$ cat src/hw/wip_pkg.sv
// constants, register map and types for the wake, interrupt and power sync block
package wip_pkg;

	// ********************************************************
	// clock and timing
	// ********************************************************
	localparam int CLK_MHZ           = 200;
	localparam int WAKE_FILT_US      = 70;
	localparam int INT_PULSE_US      = 100;
	localparam int SYNC_FILT_US      = 10;
	localparam int PREREG_OFF_US     = 250;
	localparam int PREREG_OFF_LONG_MS = 32;
	localparam int WAKE_FILT_CYC     = WAKE_FILT_US * CLK_MHZ;
	localparam int INT_PULSE_CYC     = INT_PULSE_US * CLK_MHZ;
	localparam int SYNC_FILT_CYC     = SYNC_FILT_US * CLK_MHZ;
	localparam int PREREG_OFF_CYC    = PREREG_OFF_US * CLK_MHZ;
	localparam int PREREG_OFF_LONG_CYC = PREREG_OFF_LONG_MS * 1000 * CLK_MHZ;
	localparam int OFF_CNT_W         = 23;
	localparam int PULSE_CNT_W       = 16;

	// ********************************************************
	// register map (byte addresses)
	// ********************************************************
	localparam int          ADDR_W        = 5;
	localparam logic [4:0]  REG_CONFIG    = 5'h00;
	localparam logic [4:0]  REG_STATUS    = 5'h04;
	localparam logic [4:0]  REG_MAIN_FLAG = 5'h08;
	localparam logic [4:0]  REG_MAIN_MASK = 5'h0c;
	localparam logic [4:0]  REG_FS_FLAG   = 5'h10;
	localparam logic [4:0]  REG_FS_MASK   = 5'h14;

	// config fields
	localparam int CFG_SYNC_EN_BIT   = 0;
	localparam int CFG_PARTNER_BIT   = 1;
	localparam int CFG_OFF_DLY_BIT   = 2;
	localparam int CFG_W             = 3;
	localparam logic [2:0] CFG_RESET = 3'h0;

	// interrupt source layout
	localparam int MAIN_SRC_N    = 17;
	localparam int ANA_SRC_N     = 14;
	localparam int WAKE_A_SRC    = 14;
	localparam int WAKE_B_SRC    = 15;
	localparam int COM_SRC       = 16;
	localparam int FS_SRC_N      = 6;
	localparam logic [16:0] MAIN_MASK_RESET = 17'h00000;
	localparam logic [5:0]  FS_MASK_RESET   = 6'h00;

	// status fields
	localparam int STAT_WAKE_LSB  = 0;
	localparam int STAT_BIAS_BIT  = 2;
	localparam int STAT_SYNC_BIT  = 3;
	localparam int STAT_PREREG_BIT = 4;
	localparam int STAT_SEQ_LSB   = 5;

	// ********************************************************
	// sequencer states
	// ********************************************************
	typedef enum logic [5:0] {
		SEQ_IDLE      = 6'h01,
		SEQ_WAIT_PART = 6'h02,
		SEQ_PREREG_UP = 6'h04,
		SEQ_RUN       = 6'h08,
		SEQ_WAIT_EXT  = 6'h10,
		SEQ_OFF_DLY   = 6'h20
	} wip_seq_type;

endpackage

$ cat src/hw/wip_core.sv
// wake input states, pulsed interrupt line and power sync sequencer
//
// Added by the designer: the register addresses and the Avalon-MM slave port.
`timescale 1ns/1ps
`default_nettype none

// Summary of operation
// RULE1 - wake above high threshold: bias on, state one
// RULE2 - wake below digital low threshold: state zero
// RULE3 - bias off: both analog-low and in standby
// RULE4 - wake levels accepted only after filter time
// RULE5 - unmasked interrupt event gives one output pulse
// RULE6 - interrupt pulse lasts 100 us
// RULE7 - per-source inhibit bit suppresses the pulse
// RULE8 - seventeen main-logic interrupt sources
// RULE9 - six fail-safe monitor interrupt sources
// RULE10 - sync needs enable; select twin or external
// RULE11 - twin mode: wait line before pre-regulator start
// RULE12 - external mode: wait power good after pre-regulator
// RULE13 - power-down waits for external device first
// RULE14 - pre-regulator off delay 250 us or 32 ms
// RULE15 - sync line level filtered before use
module wip_core
	import wip_pkg::*;
#(
	parameter int WAKE_FILT     = WAKE_FILT_CYC,
	parameter int PULSE_LEN     = INT_PULSE_CYC,
	parameter int OFF_SHORT     = PREREG_OFF_CYC,
	parameter int OFF_LONG      = PREREG_OFF_LONG_CYC
) (
	// clock and reset
	input  wire logic                  clk_sys,
	input  wire logic                  rst_b,
	// avalon-mm slave
	input  wire logic [ADDR_W-1:0]     avs_address,
	input  wire logic                  avs_read,
	input  wire logic                  avs_write,
	input  wire logic [31:0]           avs_writedata,
	output var  logic [31:0]           avs_readdata,
	output var  logic                  avs_waitrequest,
	output var  logic                  irq,
	// wake comparators, bit 0 wake_input_a, bit 1 wake_input_b
	input  wire logic [1:0]            wake_above_high,
	input  wire logic [1:0]            wake_below_low,
	input  wire logic [1:0]            wake_below_analog,
	input  wire logic                  standby_in,
	output var  logic [1:0]            wake_state,
	output var  logic                  bias_enable,
	// interrupt sources
	input  wire logic [ANA_SRC_N-1:0]  ana_event_in,
	input  wire logic                  com_error_in,
	input  wire logic [FS_SRC_N-1:0]   fs_event_in,
	// open-drain interrupt pin
	output var  logic                  interrupt_pulse_out_dat,
	output var  logic                  interrupt_pulse_out_oe_b,
	// sequencer
	input  wire logic                  power_up_req,
	input  wire logic                  power_down_req,
	output var  logic                  pre_regulator_enable,
	output var  logic                  power_up_resume,
	// open-drain power sync pin
	input  wire logic                  power_sync_line_in,
	output var  logic                  power_sync_line_dat,
	output var  logic                  power_sync_line_oe_b
);

	logic [CFG_W-1:0]      cfg_r;
	logic [MAIN_SRC_N-1:0] main_flag_r;
	logic [MAIN_SRC_N-1:0] main_mask_r;
	logic [FS_SRC_N-1:0]   fs_flag_r;
	logic [FS_SRC_N-1:0]   fs_mask_r;
	logic                  ack_r;
	logic                  wr_en;
	logic [1:0]            wake_raw_r;
	logic [1:0]            wake_chg;
	logic [MAIN_SRC_N-1:0] main_ev;
	logic                  new_evt;
	logic                  pend_r;
	logic [PULSE_CNT_W-1:0] pcnt_r;
	logic                  sync_filt;
	logic                  sync_en;
	logic                  sync_ext;
	wip_seq_type           state_r;
	wip_seq_type           state_nxt;
	logic [OFF_CNT_W-1:0]  off_cnt_r;
	logic [OFF_CNT_W-1:0]  off_last;
	logic [31:0]           rd_nxt;

	assign sync_en  = cfg_r[CFG_SYNC_EN_BIT];
	assign sync_ext = cfg_r[CFG_PARTNER_BIT];

	// ********************************************************
	// avalon slave: one wait cycle per access
	// ********************************************************
	assign avs_waitrequest = (avs_read | avs_write) & ~ack_r;
	assign wr_en           = avs_write & ack_r;

	always_ff @(posedge clk_sys or negedge rst_b) begin
		if (!rst_b) begin
			ack_r <= 1'b0;
		end else begin
			ack_r <= (avs_read | avs_write) & ~ack_r;
		end
	end

	always_comb begin
		rd_nxt = 32'h0;
		if (avs_address == REG_CONFIG) begin
			rd_nxt[CFG_W-1:0] = cfg_r;
		end else if (avs_address == REG_STATUS) begin
			rd_nxt[STAT_WAKE_LSB +: 2] = wake_state;
			rd_nxt[STAT_BIAS_BIT]      = bias_enable;
			rd_nxt[STAT_SYNC_BIT]      = sync_filt;
			rd_nxt[STAT_PREREG_BIT]    = pre_regulator_enable;
			rd_nxt[STAT_SEQ_LSB +: 6]  = state_r;
		end else if (avs_address == REG_MAIN_FLAG) begin
			rd_nxt[MAIN_SRC_N-1:0] = main_flag_r;
		end else if (avs_address == REG_MAIN_MASK) begin
			rd_nxt[MAIN_SRC_N-1:0] = main_mask_r;
		end else if (avs_address == REG_FS_FLAG) begin
			rd_nxt[FS_SRC_N-1:0] = fs_flag_r;
		end else if (avs_address == REG_FS_MASK) begin
			rd_nxt[FS_SRC_N-1:0] = fs_mask_r;
		end
	end

	always_ff @(posedge clk_sys or negedge rst_b) begin
		if (!rst_b) begin
			avs_readdata <= 32'h0;
		end else if (avs_read & ~ack_r) begin
			avs_readdata <= rd_nxt;
		end
	end

	// ********************************************************
	// configuration and masks
	// ********************************************************
	always_ff @(posedge clk_sys or negedge rst_b) begin
		if (!rst_b) begin
			cfg_r       <= CFG_RESET;
			main_mask_r <= MAIN_MASK_RESET;
			fs_mask_r   <= FS_MASK_RESET;
		end else if (wr_en) begin
			if (avs_address == REG_CONFIG) begin
				cfg_r <= avs_writedata[CFG_W-1:0]; // see RULE10
			end else if (avs_address == REG_MAIN_MASK) begin
				main_mask_r <= avs_writedata[MAIN_SRC_N-1:0]; // see RULE7
			end else if (avs_address == REG_FS_MASK) begin
				fs_mask_r <= avs_writedata[FS_SRC_N-1:0]; // see RULE7
			end
		end
	end

	// ********************************************************
	// wake inputs
	// ********************************************************
	genvar gi;
	generate
		for (gi = 0; gi < 2; gi++) begin : g_wake
			always_ff @(posedge clk_sys or negedge rst_b) begin
				if (!rst_b) begin
					wake_raw_r[gi] <= 1'b0;
				end else if (wake_above_high[gi]) begin
					wake_raw_r[gi] <= 1'b1; // see RULE1
				end else if (wake_below_low[gi]) begin
					wake_raw_r[gi] <= 1'b0; // see RULE2
				end
			end

			wip_stable_filter #(.STABLE_CYC(WAKE_FILT)) u_wake_filt (
				.clk_sys  (clk_sys),
				.rst_b    (rst_b),
				.raw_in   (wake_raw_r[gi]), // see RULE4
				.filt_out (wake_state[gi]),
				.changed  (wake_chg[gi])
			);

		end
	endgenerate

	always_ff @(posedge clk_sys or negedge rst_b) begin
		if (!rst_b) begin
			bias_enable <= 1'b0;
		end else if (|wake_above_high) begin
			bias_enable <= 1'b1; // see RULE1
		end else if ((&wake_below_analog) && standby_in) begin
			bias_enable <= 1'b0; // see RULE3
		end
	end

	// ********************************************************
	// interrupt flags, irq and pulse
	// ********************************************************
	assign main_ev = {com_error_in, wake_chg, ana_event_in}; // see RULE8
	assign new_evt = (|(main_ev & ~main_mask_r)) | (|(fs_event_in & ~fs_mask_r)); // see RULE7

	always_ff @(posedge clk_sys or negedge rst_b) begin
		if (!rst_b) begin
			main_flag_r <= '0;
			fs_flag_r   <= '0;
		end else begin
			if (wr_en && avs_address == REG_MAIN_FLAG) begin
				main_flag_r <= (main_flag_r & ~avs_writedata[MAIN_SRC_N-1:0]) | main_ev;
			end else begin
				main_flag_r <= main_flag_r | main_ev; // see RULE8
			end
			if (wr_en && avs_address == REG_FS_FLAG) begin
				fs_flag_r <= (fs_flag_r & ~avs_writedata[FS_SRC_N-1:0]) | fs_event_in;
			end else begin
				fs_flag_r <= fs_flag_r | fs_event_in; // see RULE9
			end
		end
	end

	always_ff @(posedge clk_sys or negedge rst_b) begin
		if (!rst_b) begin
			irq <= 1'b0;
		end else begin
			irq <= (|(main_flag_r & ~main_mask_r)) | (|(fs_flag_r & ~fs_mask_r));
		end
	end

	assign interrupt_pulse_out_dat = 1'b0;

	always_ff @(posedge clk_sys or negedge rst_b) begin
		if (!rst_b) begin
			pend_r                   <= 1'b0;
			pcnt_r                   <= '0;
			interrupt_pulse_out_oe_b <= 1'b1;
		end else begin
			pend_r <= new_evt | (pend_r & ~interrupt_pulse_out_oe_b);
			if (interrupt_pulse_out_oe_b) begin
				if (pend_r) begin
					interrupt_pulse_out_oe_b <= 1'b0; // see RULE5
					pcnt_r                   <= '0;
				end
			end else if (pcnt_r == PULSE_CNT_W'(PULSE_LEN - 1)) begin
				interrupt_pulse_out_oe_b <= 1'b1; // see RULE6
			end else begin
				pcnt_r <= pcnt_r + PULSE_CNT_W'(1);
			end
		end
	end

	logic [PULSE_CNT_W-1:0] low_len_r;
	always_ff @(posedge clk_sys or negedge rst_b) begin
		if (!rst_b) begin
			low_len_r <= '0;
		end else if (interrupt_pulse_out_oe_b) begin
			low_len_r <= '0;
		end else begin
			low_len_r <= low_len_r + PULSE_CNT_W'(1);
		end
	end

	// ********************************************************
	// power sync sequencer
	// ********************************************************
	wip_stable_filter #(.STABLE_CYC(SYNC_FILT_CYC)) u_sync_filt (
		.clk_sys  (clk_sys),
		.rst_b    (rst_b),
		.raw_in   (power_sync_line_in), // see RULE15
		.filt_out (sync_filt),
		.changed  ()
	);

	assign off_last = cfg_r[CFG_OFF_DLY_BIT] ? OFF_CNT_W'(OFF_LONG - 1) : OFF_CNT_W'(OFF_SHORT - 1);

	always_comb begin
		state_nxt = state_r;
		case (state_r)
			SEQ_IDLE: begin
				if (power_up_req) begin
					if (sync_en && !sync_ext) begin
						state_nxt = SEQ_WAIT_PART; // see RULE11
					end else begin
						state_nxt = SEQ_PREREG_UP;
					end
				end
			end
			SEQ_WAIT_PART: begin
				if (power_down_req) begin
					state_nxt = SEQ_IDLE;
				end else if (sync_filt) begin
					state_nxt = SEQ_PREREG_UP; // see RULE11
				end
			end
			SEQ_PREREG_UP: begin
				if (power_down_req) begin
					state_nxt = SEQ_OFF_DLY;
				end else if (!(sync_en && sync_ext) || sync_filt) begin
					state_nxt = SEQ_RUN; // see RULE12
				end
			end
			SEQ_RUN: begin
				if (power_down_req) begin
					state_nxt = (sync_en && sync_ext) ? SEQ_WAIT_EXT : SEQ_OFF_DLY;
				end
			end
			SEQ_WAIT_EXT: begin
				if (!sync_filt) begin
					state_nxt = SEQ_OFF_DLY; // see RULE13
				end
			end
			SEQ_OFF_DLY: begin
				if (off_cnt_r == off_last) begin
					state_nxt = SEQ_IDLE; // see RULE14
				end
			end
			default: state_nxt = SEQ_IDLE;
		endcase
	end

	always_ff @(posedge clk_sys or negedge rst_b) begin
		if (!rst_b) begin
			state_r <= SEQ_IDLE;
		end else begin
			state_r <= state_nxt;
		end
	end

	always_ff @(posedge clk_sys or negedge rst_b) begin
		if (!rst_b) begin
			off_cnt_r <= '0;
		end else if (state_r != SEQ_OFF_DLY) begin
			off_cnt_r <= '0;
		end else begin
			off_cnt_r <= off_cnt_r + OFF_CNT_W'(1); // see RULE14
		end
	end

	always_ff @(posedge clk_sys or negedge rst_b) begin
		if (!rst_b) begin
			pre_regulator_enable <= 1'b0;
			power_up_resume      <= 1'b0;
			power_sync_line_oe_b <= 1'b1;
		end else begin
			pre_regulator_enable <= (state_nxt != SEQ_IDLE) && (state_nxt != SEQ_WAIT_PART);
			power_up_resume      <= (state_nxt == SEQ_RUN);
			// twin mode: hold the shared line low while not ready
			power_sync_line_oe_b <= !(sync_en && !sync_ext &&
				(state_nxt == SEQ_IDLE || state_nxt == SEQ_OFF_DLY)); // see RULE11
		end
	end

	assign power_sync_line_dat = 1'b0;

	logic [OFF_CNT_W-1:0] off_len_r;
	always_ff @(posedge clk_sys or negedge rst_b) begin
		if (!rst_b) begin
			off_len_r <= '0;
		end else if (state_r == SEQ_OFF_DLY) begin
			off_len_r <= off_len_r + OFF_CNT_W'(1);
		end else begin
			off_len_r <= '0;
		end
	end
endmodule // wip_core
`default_nettype wire

$ cat src/hw/wip_stable_filter.sv
// level filter that accepts a change only after it stays stable
`timescale 1ns/1ps
`default_nettype none

module wip_stable_filter
	import wip_pkg::*;
#(
	parameter int STABLE_CYC = SYNC_FILT_CYC
) (
	// clock and reset
	input  wire logic clk_sys,
	input  wire logic rst_b,
	// level in and filtered level out
	input  wire logic raw_in,
	output var  logic filt_out,
	output var  logic changed
);

	localparam int CW = $clog2(STABLE_CYC + 1);

	logic [CW-1:0] cnt_r;

	// ********************************************************
	// stability counter
	// ********************************************************
	always_ff @(posedge clk_sys or negedge rst_b) begin
		if (!rst_b) begin
			cnt_r    <= '0;
			filt_out <= 1'b0;
			changed  <= 1'b0;
		end else begin
			changed <= 1'b0;
			if (raw_in == filt_out) begin
				cnt_r <= '0;
			end else if (cnt_r == CW'(STABLE_CYC - 1)) begin
				cnt_r    <= '0;
				filt_out <= raw_in;
				changed  <= 1'b1;
			end else begin
				cnt_r <= cnt_r + CW'(1);
			end
		end
	end
endmodule // wip_stable_filter
`default_nettype wire

$ cat config.mk
export PLATFORM = sky130hd
export DESIGN_NAME = wip_core
export DESIGN_NICKNAME = d
export VERILOG_FILES = /design/src/hw/wip_pkg.sv /design/src/hw/wip_core.sv /design/src/hw/wip_stable_filter.sv
export SDC_FILE = /design/constraint.sdc
export NUM_CORES = 1
export LEC_CHECK = 0
export BUFFER_PORTS_ARGS = -buffer_cell sky130_fd_sc_hd__buf_2
export CORE_MARGIN = 2
export CORE_UTILIZATION = 35
export CTS_CLUSTER_SIZE = 24
export DETAILED_ROUTE_END_ITERATION = 16
export PLACE_DENSITY = 0.54
export SKIP_LAST_GASP = 1
export SYNTH_ARGS = -nofsm -noshare
export SYNTH_HDL_FRONTEND = slang
export SYNTH_HIERARCHICAL = 1
export SYNTH_SLANG_ARGS = --single-unit
$ cat constraint.sdc
create_clock -name clk_sys -period 2.1 [get_ports clk_sys]
set_input_delay 0.315 -clock clk_sys [delete_from_list [all_inputs] [get_ports clk_sys]]
set_output_delay 0.315 -clock clk_sys [all_outputs]
set_load 0.01 [all_outputs]
==> summary.md, run 1 <==
| Metric | Value |
|---|---|
| Layout cells sized above 1 | `21.18%` |
| DRT met1 WL | `9839 microns` |
| Total number of clock tree sinks | `165` |
| Total track usage | `~17%` |
| Die ar. | `roughly 25,000 sq um` |
| FMAX | `between 400 and 500 MHz` |
| Worst hold slack | `0.08511 ns` |
| Critical-path cell with the highest stage delay | `sky130_fd_sc_hd__or4_1` |
| Worst-path clk slew | `~0.06 ns` |
| CTS tree | `done` |
| Post-CTS repair timing setup buffer count | `0` |
| RSZ-0062 raised after global routing | `no` |
| Initial core utilization | `between 30 and 40%` |
| Max-slew violation count | `0` |
| Min-Delay Path Class | `in -> reg` |
| Leading cell type in the layout, fill and taps excluded | `sky130_fd_sc_hd__dfrtp_1` |
| Vias | `6,496` |
| Worst slack, placed | `roughly 0.10 ns` |
| Post-route clock skew | `0.008845 ns` |
| Cell row count | `56` |
| Data required time at the worst endpoint | `2.41 ns` |
| Count of antenna-violating nets left after detailed routing | `0` |
| Placed standard-cell area | `9355 sq um` |
| Number of warnings issued by yosys | `6` |
| Max clock buf depth | `2` |
| I/O pins | `115` |
| Initial antenna violation count | `3` |
| Htree depth | `4` |
| Worst path top cell family by delay | `simple AND/OR/NAND/NOR gates` |
| Violation count after the first detailed-route iteration | `371` |
| Die height | `159.6 microns` |
| Post-route design area | `9998 sq um` |
| Number of nets in the final layout | `around 1.0k` |
| Horiz. Die Dim | `between 150 and 200 microns` |
| Post-Route WL | `20,610 microns` |
| Worst EP arrival | `2.31 ns` |
| Number of design rule violations left after detail routing | `0` |
| Post-route fraction of the period consumed by the critical path | `95.36%` |
| Critical path buffers and inverters | `1` |
| Wire length per cell after detailed routing | `16.05 microns` |
| Core ar. | `about 24,000 sq um` |
| Area grow syn2layout | `18.02%` |
| Final total negative setup slack | `0 ns` |
| Filler cell count in the final layout | `2,345` |
| Worst Max-Slew Pin Slew | `0.5931 ns` |
| Total length of routed met3 wires | `852 microns` |
| Hpwl dp | `15,060 microns` |
| Min Clock Period, post-route | `2.002 ns` |
| Pin count of the biggest net entering global routing | `62` |
| Mean post-synth cell area | `10.03 sq um` |
| Routed met2 length | `9643 microns` |
| Outcome | `finished clean` |
| Power density of the placed cells | `roughly 780 nW/um^2` |
| Hold violation total from the final report | `0` |
| Peak supply drop | `between 0.4 and 0.5 mV` |
| Number of buffers added on ports | `82` |
| Setup crit end kind | `flip-flop` |
| Cells along the critical path | `or4_1 -> nor4_2 -> buf_4 -> nor2_2 -> a221o_1` |
| Total congestion overflow | `0` |
| Critical setup path kind | `reg -> reg` |
| Number of detailed-route iterations in the first pass | `4` |
| Detail-routed via count per cell | `5.059` |
| Num CTS Buffers | `17` |
| Max-slew headroom at the worst pin | `59.43%` |
| Leakage power | `4.424 nW` |
| Commonest non-fill, non-tap cells in the layout | `sky130_fd_sc_hd__dfrtp_1, sky130_fd_sc_hd__buf_2, sky130_fd_sc_hd__nand2_1, sky130_fd_sc_hd__nor2_1, sky130_fd_sc_hd__inv_1` |
| GP Congestion | `0.8171` |
| Cell at the root of the clock tree | `sky130_fd_sc_hd__clkbuf_16` |
| Total of max-cap violations | `0` |
| Area of the mapped netlist | `8472 sq um` |
| Highest metal used | `met5` |
| CP startpoint kind | `flip-flop` |
| Setup Viol. Count Final | `0` |
| First-pass GRT wire length | `around 34,000 microns` |
| Largest fanout on the critical path | `9` |
| Via count of the first global-routing pass | `6,314` |
| Delay of the slowest critical-path stage | `0.52 ns` |
| Final WS setup | `0.09754 ns` |
| Cell count after synthesis | `845` |
| Later-pin clock latency in the skew report | `approximately 0.42 ns` |
power breakdown:
| part | leakage (nW) | internal (W) | total, W | switching (W) |
|---|---|---|---|---|
| registers | 2.10 | 0.00338 | 0.00358 | 0.000203 |
| logic | 2.02 | 0.000379 | 0.000879 | 0.000500 |
| clock network | 0.304 | 0.00209 | 0.00336 | 0.00127 |
timing repair:
item                                   4_1_cts  5_1_grt
endpoints found under the hold margin       18        0
hold buffers                                 1        0
resized for setup                            0        0
state kept, by name, summed over array words and instances (netlist names), 2 cells and up:
name                         cells
g_wake.u_wake_filt/cnt_r        28
off_cnt_r                       23
avs_readdata                    17
main_flag_r                     17
main_mask_r                     17
pcnt_r                          16
u_sync_filt/cnt_r               11
fs_flag_r                        6
fs_mask_r                        6
state_r                          6
cfg_r                            3
g_wake.u_wake_filt/changed       2
g_wake.u_wake_filt/filt_out      2
wake_raw_r                       2
per-stage QoR:
step	instances	power [W]	util, %
after floorplan	861	0.004151	-
after global placement	1249	0.004519	39.62
after detailed placement	1249	0.004524	39.62
after CTS	1282	0.007910	42.32
after global routing	1283	0.008172	42.33
final	1284	0.007821	42.34
final timing paths:
| kind | startpoint | endpoint | slack (ns) | depth (start not counted) |
|---|---|---|---|---|
| setup / recovery | pcnt_r[13] | pcnt_r[8] | 0.1 | 5 |
| hold / removal | ana_event_in[7] | main_flag_r[7] | 0.09 | 2 |
| setup reg to reg | pcnt_r[13] | pcnt_r[8] | 0.1 | 5 |
| hold reg to reg | g_wake[1].u_wake_filt/changed | main_flag_r[15] | 0.47 | 1 |
| max in group asynchronous | rst_b | g_wake[1].u_wake_filt/cnt_r[12] | 1.12 | 3 |
| min in group asynchronous | rst_b | off_cnt_r[8] | 0.31 | 2 |
cell type report:
cell class	count	area [sq um]	share of cell area (%)
diodes	2	5.005	0.05006
clock buffers	24	481.7	4.818
clock inverters	8	146.4	1.464
inverters	50	187.7	1.877
multi-input cells	601	3941	39.42
flip-flops and latches	165	4133	41.33
well taps	319	399.1	3.992
repair buffers	115	704.4	7.045
per-layer routing:
| layer | up-vias | global-route usage, % |
|---|---|---|
| met3 | 21 | 3.881 |
| met4 | 2 | 4.711 |
| li1 | 3195 | - |
| met1 | 3177 | 23.07 |
| met5 | - | 0 |
| met2 | 101 | 25.97 |
(Power assumes the default switching activity.)
==> run 2, diff against run 1 <==
Clock period 2.1 ns to 1.87 ns, I/O delays scaled along.
==> run 2 against run 1 <==
Against the previous run: first-iteration DRC count down 4.9%; combinational power grew 23%; worst setup slack got worse by 0.093 ns; largest power group unchanged.
==> summary.md, run 2 (synthesis results as in run 1) <==
| Metric | Value |
|---|---|
| Area grow syn2layout | `22.21% (was 18.02%)` |
| Pin count of the biggest net entering global routing | `49 (was 62)` |
| Registers with the most flip-flops | `g_wake.u_wake_filt/cnt_r: 28 flops, off_cnt_r: 23 flops (unchanged)` |
| CP startpoint kind | `flip-flop (unchanged)` |
| Outcome | `finished clean (unchanged)` |
| Vias | `6,623 (was 6,496)` |
| Commonest non-fill, non-tap cells in the layout | `sky130_fd_sc_hd__dfrtp_1, sky130_fd_sc_hd__buf_2, sky130_fd_sc_hd__nand2_1, sky130_fd_sc_hd__buf_4, sky130_fd_sc_hd__nor2_1 (was sky130_fd_sc_hd__dfrtp_1, sky130_fd_sc_hd__buf_2, sky130_fd_sc_hd__nand2_1, sky130_fd_sc_hd__nor2_1, sky130_fd_sc_hd__inv_1)` |
| Endpoint of the lowest-slack register-to-register path | `off_cnt_r[22] (was pcnt_r[8])` |
| Count of antenna-violating nets left after detailed routing | `0 (unchanged)` |
| Number of design rule violations left after detail routing | `0 (unchanged)` |
| Core ar. | `23,610 sq um (unchanged)` |
| CTS tree | `done (unchanged)` |
| Critical-path cell with the highest stage delay | `sky130_fd_sc_hd__or4_4 (was sky130_fd_sc_hd__or4_1)` |
| Post-route design area | `10,350 sq um (was 9998 sq um)` |
| Min-Delay Path Class | `in -> reg (unchanged)` |
| Hpwl dp | `15,820 microns (was 15,060 microns)` |
| Most flop-heavy register | `g_wake.u_wake_filt/cnt_r (unchanged)` |
| Post-Route WL | `21,170 microns (was 20,610 microns)` |
| Horiz. Die Dim | `159.6 microns (unchanged)` |
| Number of instances on the worst hold path | `2 (unchanged)` |
| Total congestion overflow | `0 (unchanged)` |
| Leading cell type in the layout, fill and taps excluded | `sky130_fd_sc_hd__dfrtp_1 (unchanged)` |
| Post-route clock skew | `0.01117 ns (was 0.008845 ns)` |
| Wire length per cell after detailed routing | `15.95 microns (was 16.05 microns)` |
| Num CTS Buffers | `17 (unchanged)` |
| Die ar. | `25,470 sq um (unchanged)` |
| Number of buffers added on ports | `82 (unchanged)` |
| Die height | `159.6 microns (unchanged)` |
| Flop-to-flop setup slack | `0.005 ns (was 0.1 ns)` |
| Post-route core utilization | `43.85% (was 42.34%)` |
| Filler cell count in the final layout | `2,301 (was 2,345)` |
| End of the worst hold path | `wake_raw_r[0] (was main_flag_r[7])` |
| Final WS setup | `0.004776 ns (was 0.09754 ns)` |
| Data required time at the worst endpoint | `2.23 ns (was 2.41 ns)` |
| Critical setup path kind | `reg -> reg (unchanged)` |
| Number of cell instances on the worst register-to-register path | `5 (unchanged)` |
| Worst slack, placed | `-0.04873 ns (was 0.1050 ns)` |
| Worst Hold Launch | `wake_above_high[0] (was ana_event_in[7])` |
| Largest fanout on the critical path | `10 (was 9)` |
| Power density of the placed cells | `824.7 nW/um^2 (was 782.3 nW/um^2)` |
| Max-slew violation count | `0 (unchanged)` |
| Leakage power | `4.644 nW (was 4.424 nW)` |
| Htree depth | `4 (unchanged)` |
| Cell at the root of the clock tree | `sky130_fd_sc_hd__clkbuf_16 (unchanged)` |
| Hold violation total from the final report | `0 (unchanged)` |
| Delay of the slowest critical-path stage | `0.51 ns (was 0.52 ns)` |
| Worst EP arrival | `2.22 ns (was 2.31 ns)` |
| Total number of clock tree sinks | `165 (unchanged)` |
| Violation count after the first detailed-route iteration | `353 (was 371)` |
| Max clock buf depth | `2 (unchanged)` |
| First-pass GRT wire length | `34,330 microns (was 33,820 microns)` |
| Initial antenna violation count | `3 (unchanged)` |
| Detail-routed via count per cell | `4.991 (was 5.059)` |
| Peak supply drop | `0.4747 mV (was 0.4218 mV)` |
| RSZ-0062 raised after global routing | `yes (was no)` |
| Setup Viol. Count Final | `0 (unchanged)` |
| Worst-path clk slew | `0.07 ns (was 0.06 ns)` |
| I/O pins | `115 (unchanged)` |
| Initial core utilization | `35.88% (unchanged)` |
| Multi-input combinational cell area | `3988 sq um (was 3941 sq um)` |
| Setup crit end kind | `flip-flop (unchanged)` |
| Cell row count | `56 (unchanged)` |
| Later-pin clock latency in the skew report | `0.43 ns (was 0.42 ns)` |
| Post-route fraction of the period consumed by the critical path | `99.74% (was 95.36%)` |
| Final total negative setup slack | `0 ns (unchanged)` |
| FMAX | `536.1 MHz (was 499.4 MHz)` |
| Reg-to-reg critical path startpoint | `off_cnt_r[1] (was pcnt_r[13])` |
| GP Congestion | `0.8174 (was 0.8171)` |
| Number of nets in the final layout | `1,073 (was 1,029)` |
| Layout cells sized above 1 | `25.12% (was 21.18%)` |
| Register area | `4133 sq um (unchanged)` |
| Placed standard-cell area | `9728 sq um (was 9355 sq um)` |
| Min Clock Period, post-route | `1.865 ns (was 2.002 ns)` |
| Largest register FFs | `28 (unchanged)` |
| Cells along the critical path | `ha_1 -> nand3_2 -> or4_4 -> or4_1 -> a21oi_1 (was or4_1 -> nor4_2 -> buf_4 -> nor2_2 -> a221o_1)` |
| Total track usage | `17.03% (was 16.62%)` |
| Via count of the first global-routing pass | `6,423 (was 6,314)` |
| Number of detailed-route iterations in the first pass | `5 (was 4)` |
| Total of max-cap violations | `0 (unchanged)` |
-- run 2: worst max-delay path by stage --
stage               slack, ns     startpoint  depth (start not counted)                    to
floorplan                0.01   off_cnt_r[0]                          6         off_cnt_r[20]
global placement        -0.02  off_cnt_r[11]                          4  pre_regulator_enable
detailed placement      -0.05  off_cnt_r[11]                          4  pre_regulator_enable
CTS                    -0.006  off_cnt_r[11]                          4  pre_regulator_enable
global route            -0.07  off_cnt_r[11]                          4  pre_regulator_enable
finish                  0.005   off_cnt_r[1]                          5         off_cnt_r[22]
-- run 2: power by group --
group	total (W)	internal, W	switching (W)
clock network	0.00345	0.00204	0.00142
registers	0.00401	0.00380	0.000211
logic	0.00108	0.000479	0.000599
total	0.00854	0.00631	0.00223
-- run 2: per-stage QoR --
stage	hold WS (ns)	power [W]	instances
after detailed placement	0.2574	0.005141	1293
after floorplan	-0.01509	0.004661	861
after CTS	0.02873	0.008640	1326
after global routing	0.03336	0.008963	1326
final	0.05005	0.008538	1327
after global placement	0.2600	0.005133	1293
-- run 2: final cells by class --
cell class | instances | share of cell area (%)
Clock buffer | 24 | 4.556
Sequential cell | 165 | 39.92
Tap cell | 319 | 3.855
Timing Repair Buffer | 159 | 10.36
Clock inverter | 8 | 0.9668
Inverter | 50 | 1.813
Multi-Input combinational cell | 601 | 38.51
Antenna cell | 1 | 0.02417
-- run 2: what timing repair did --
action	CTS	global route
hold buffers	1	0
setup endpoints to repair	3	18
setup buffers	0	0
endpoints found under the hold margin	40	0
gates cloned	0	0
gates resized for setup	2	6
-- run 2: routing by layer --
| metal | routed length (microns) | global-route usage [%] |
|---|---|---|
| met5 | 27 | 0 |
| met4 | 263 | 4.504 |
| met3 | 946 | 4.324 |
| met2 | 9745 | 26.98 |
| met1 | 10190 | 23.24 |
-- run 2: worst max-delay path, delay by kind of cell (launching register included) --
kind / cells / cell delay, ns
and+or+nand+nor: 3 / 1.07
DFF: 1 / 0.38
adders and majority gates: 1 / 0.19
AOI/OAI and AO/OA: 1 / 0.15
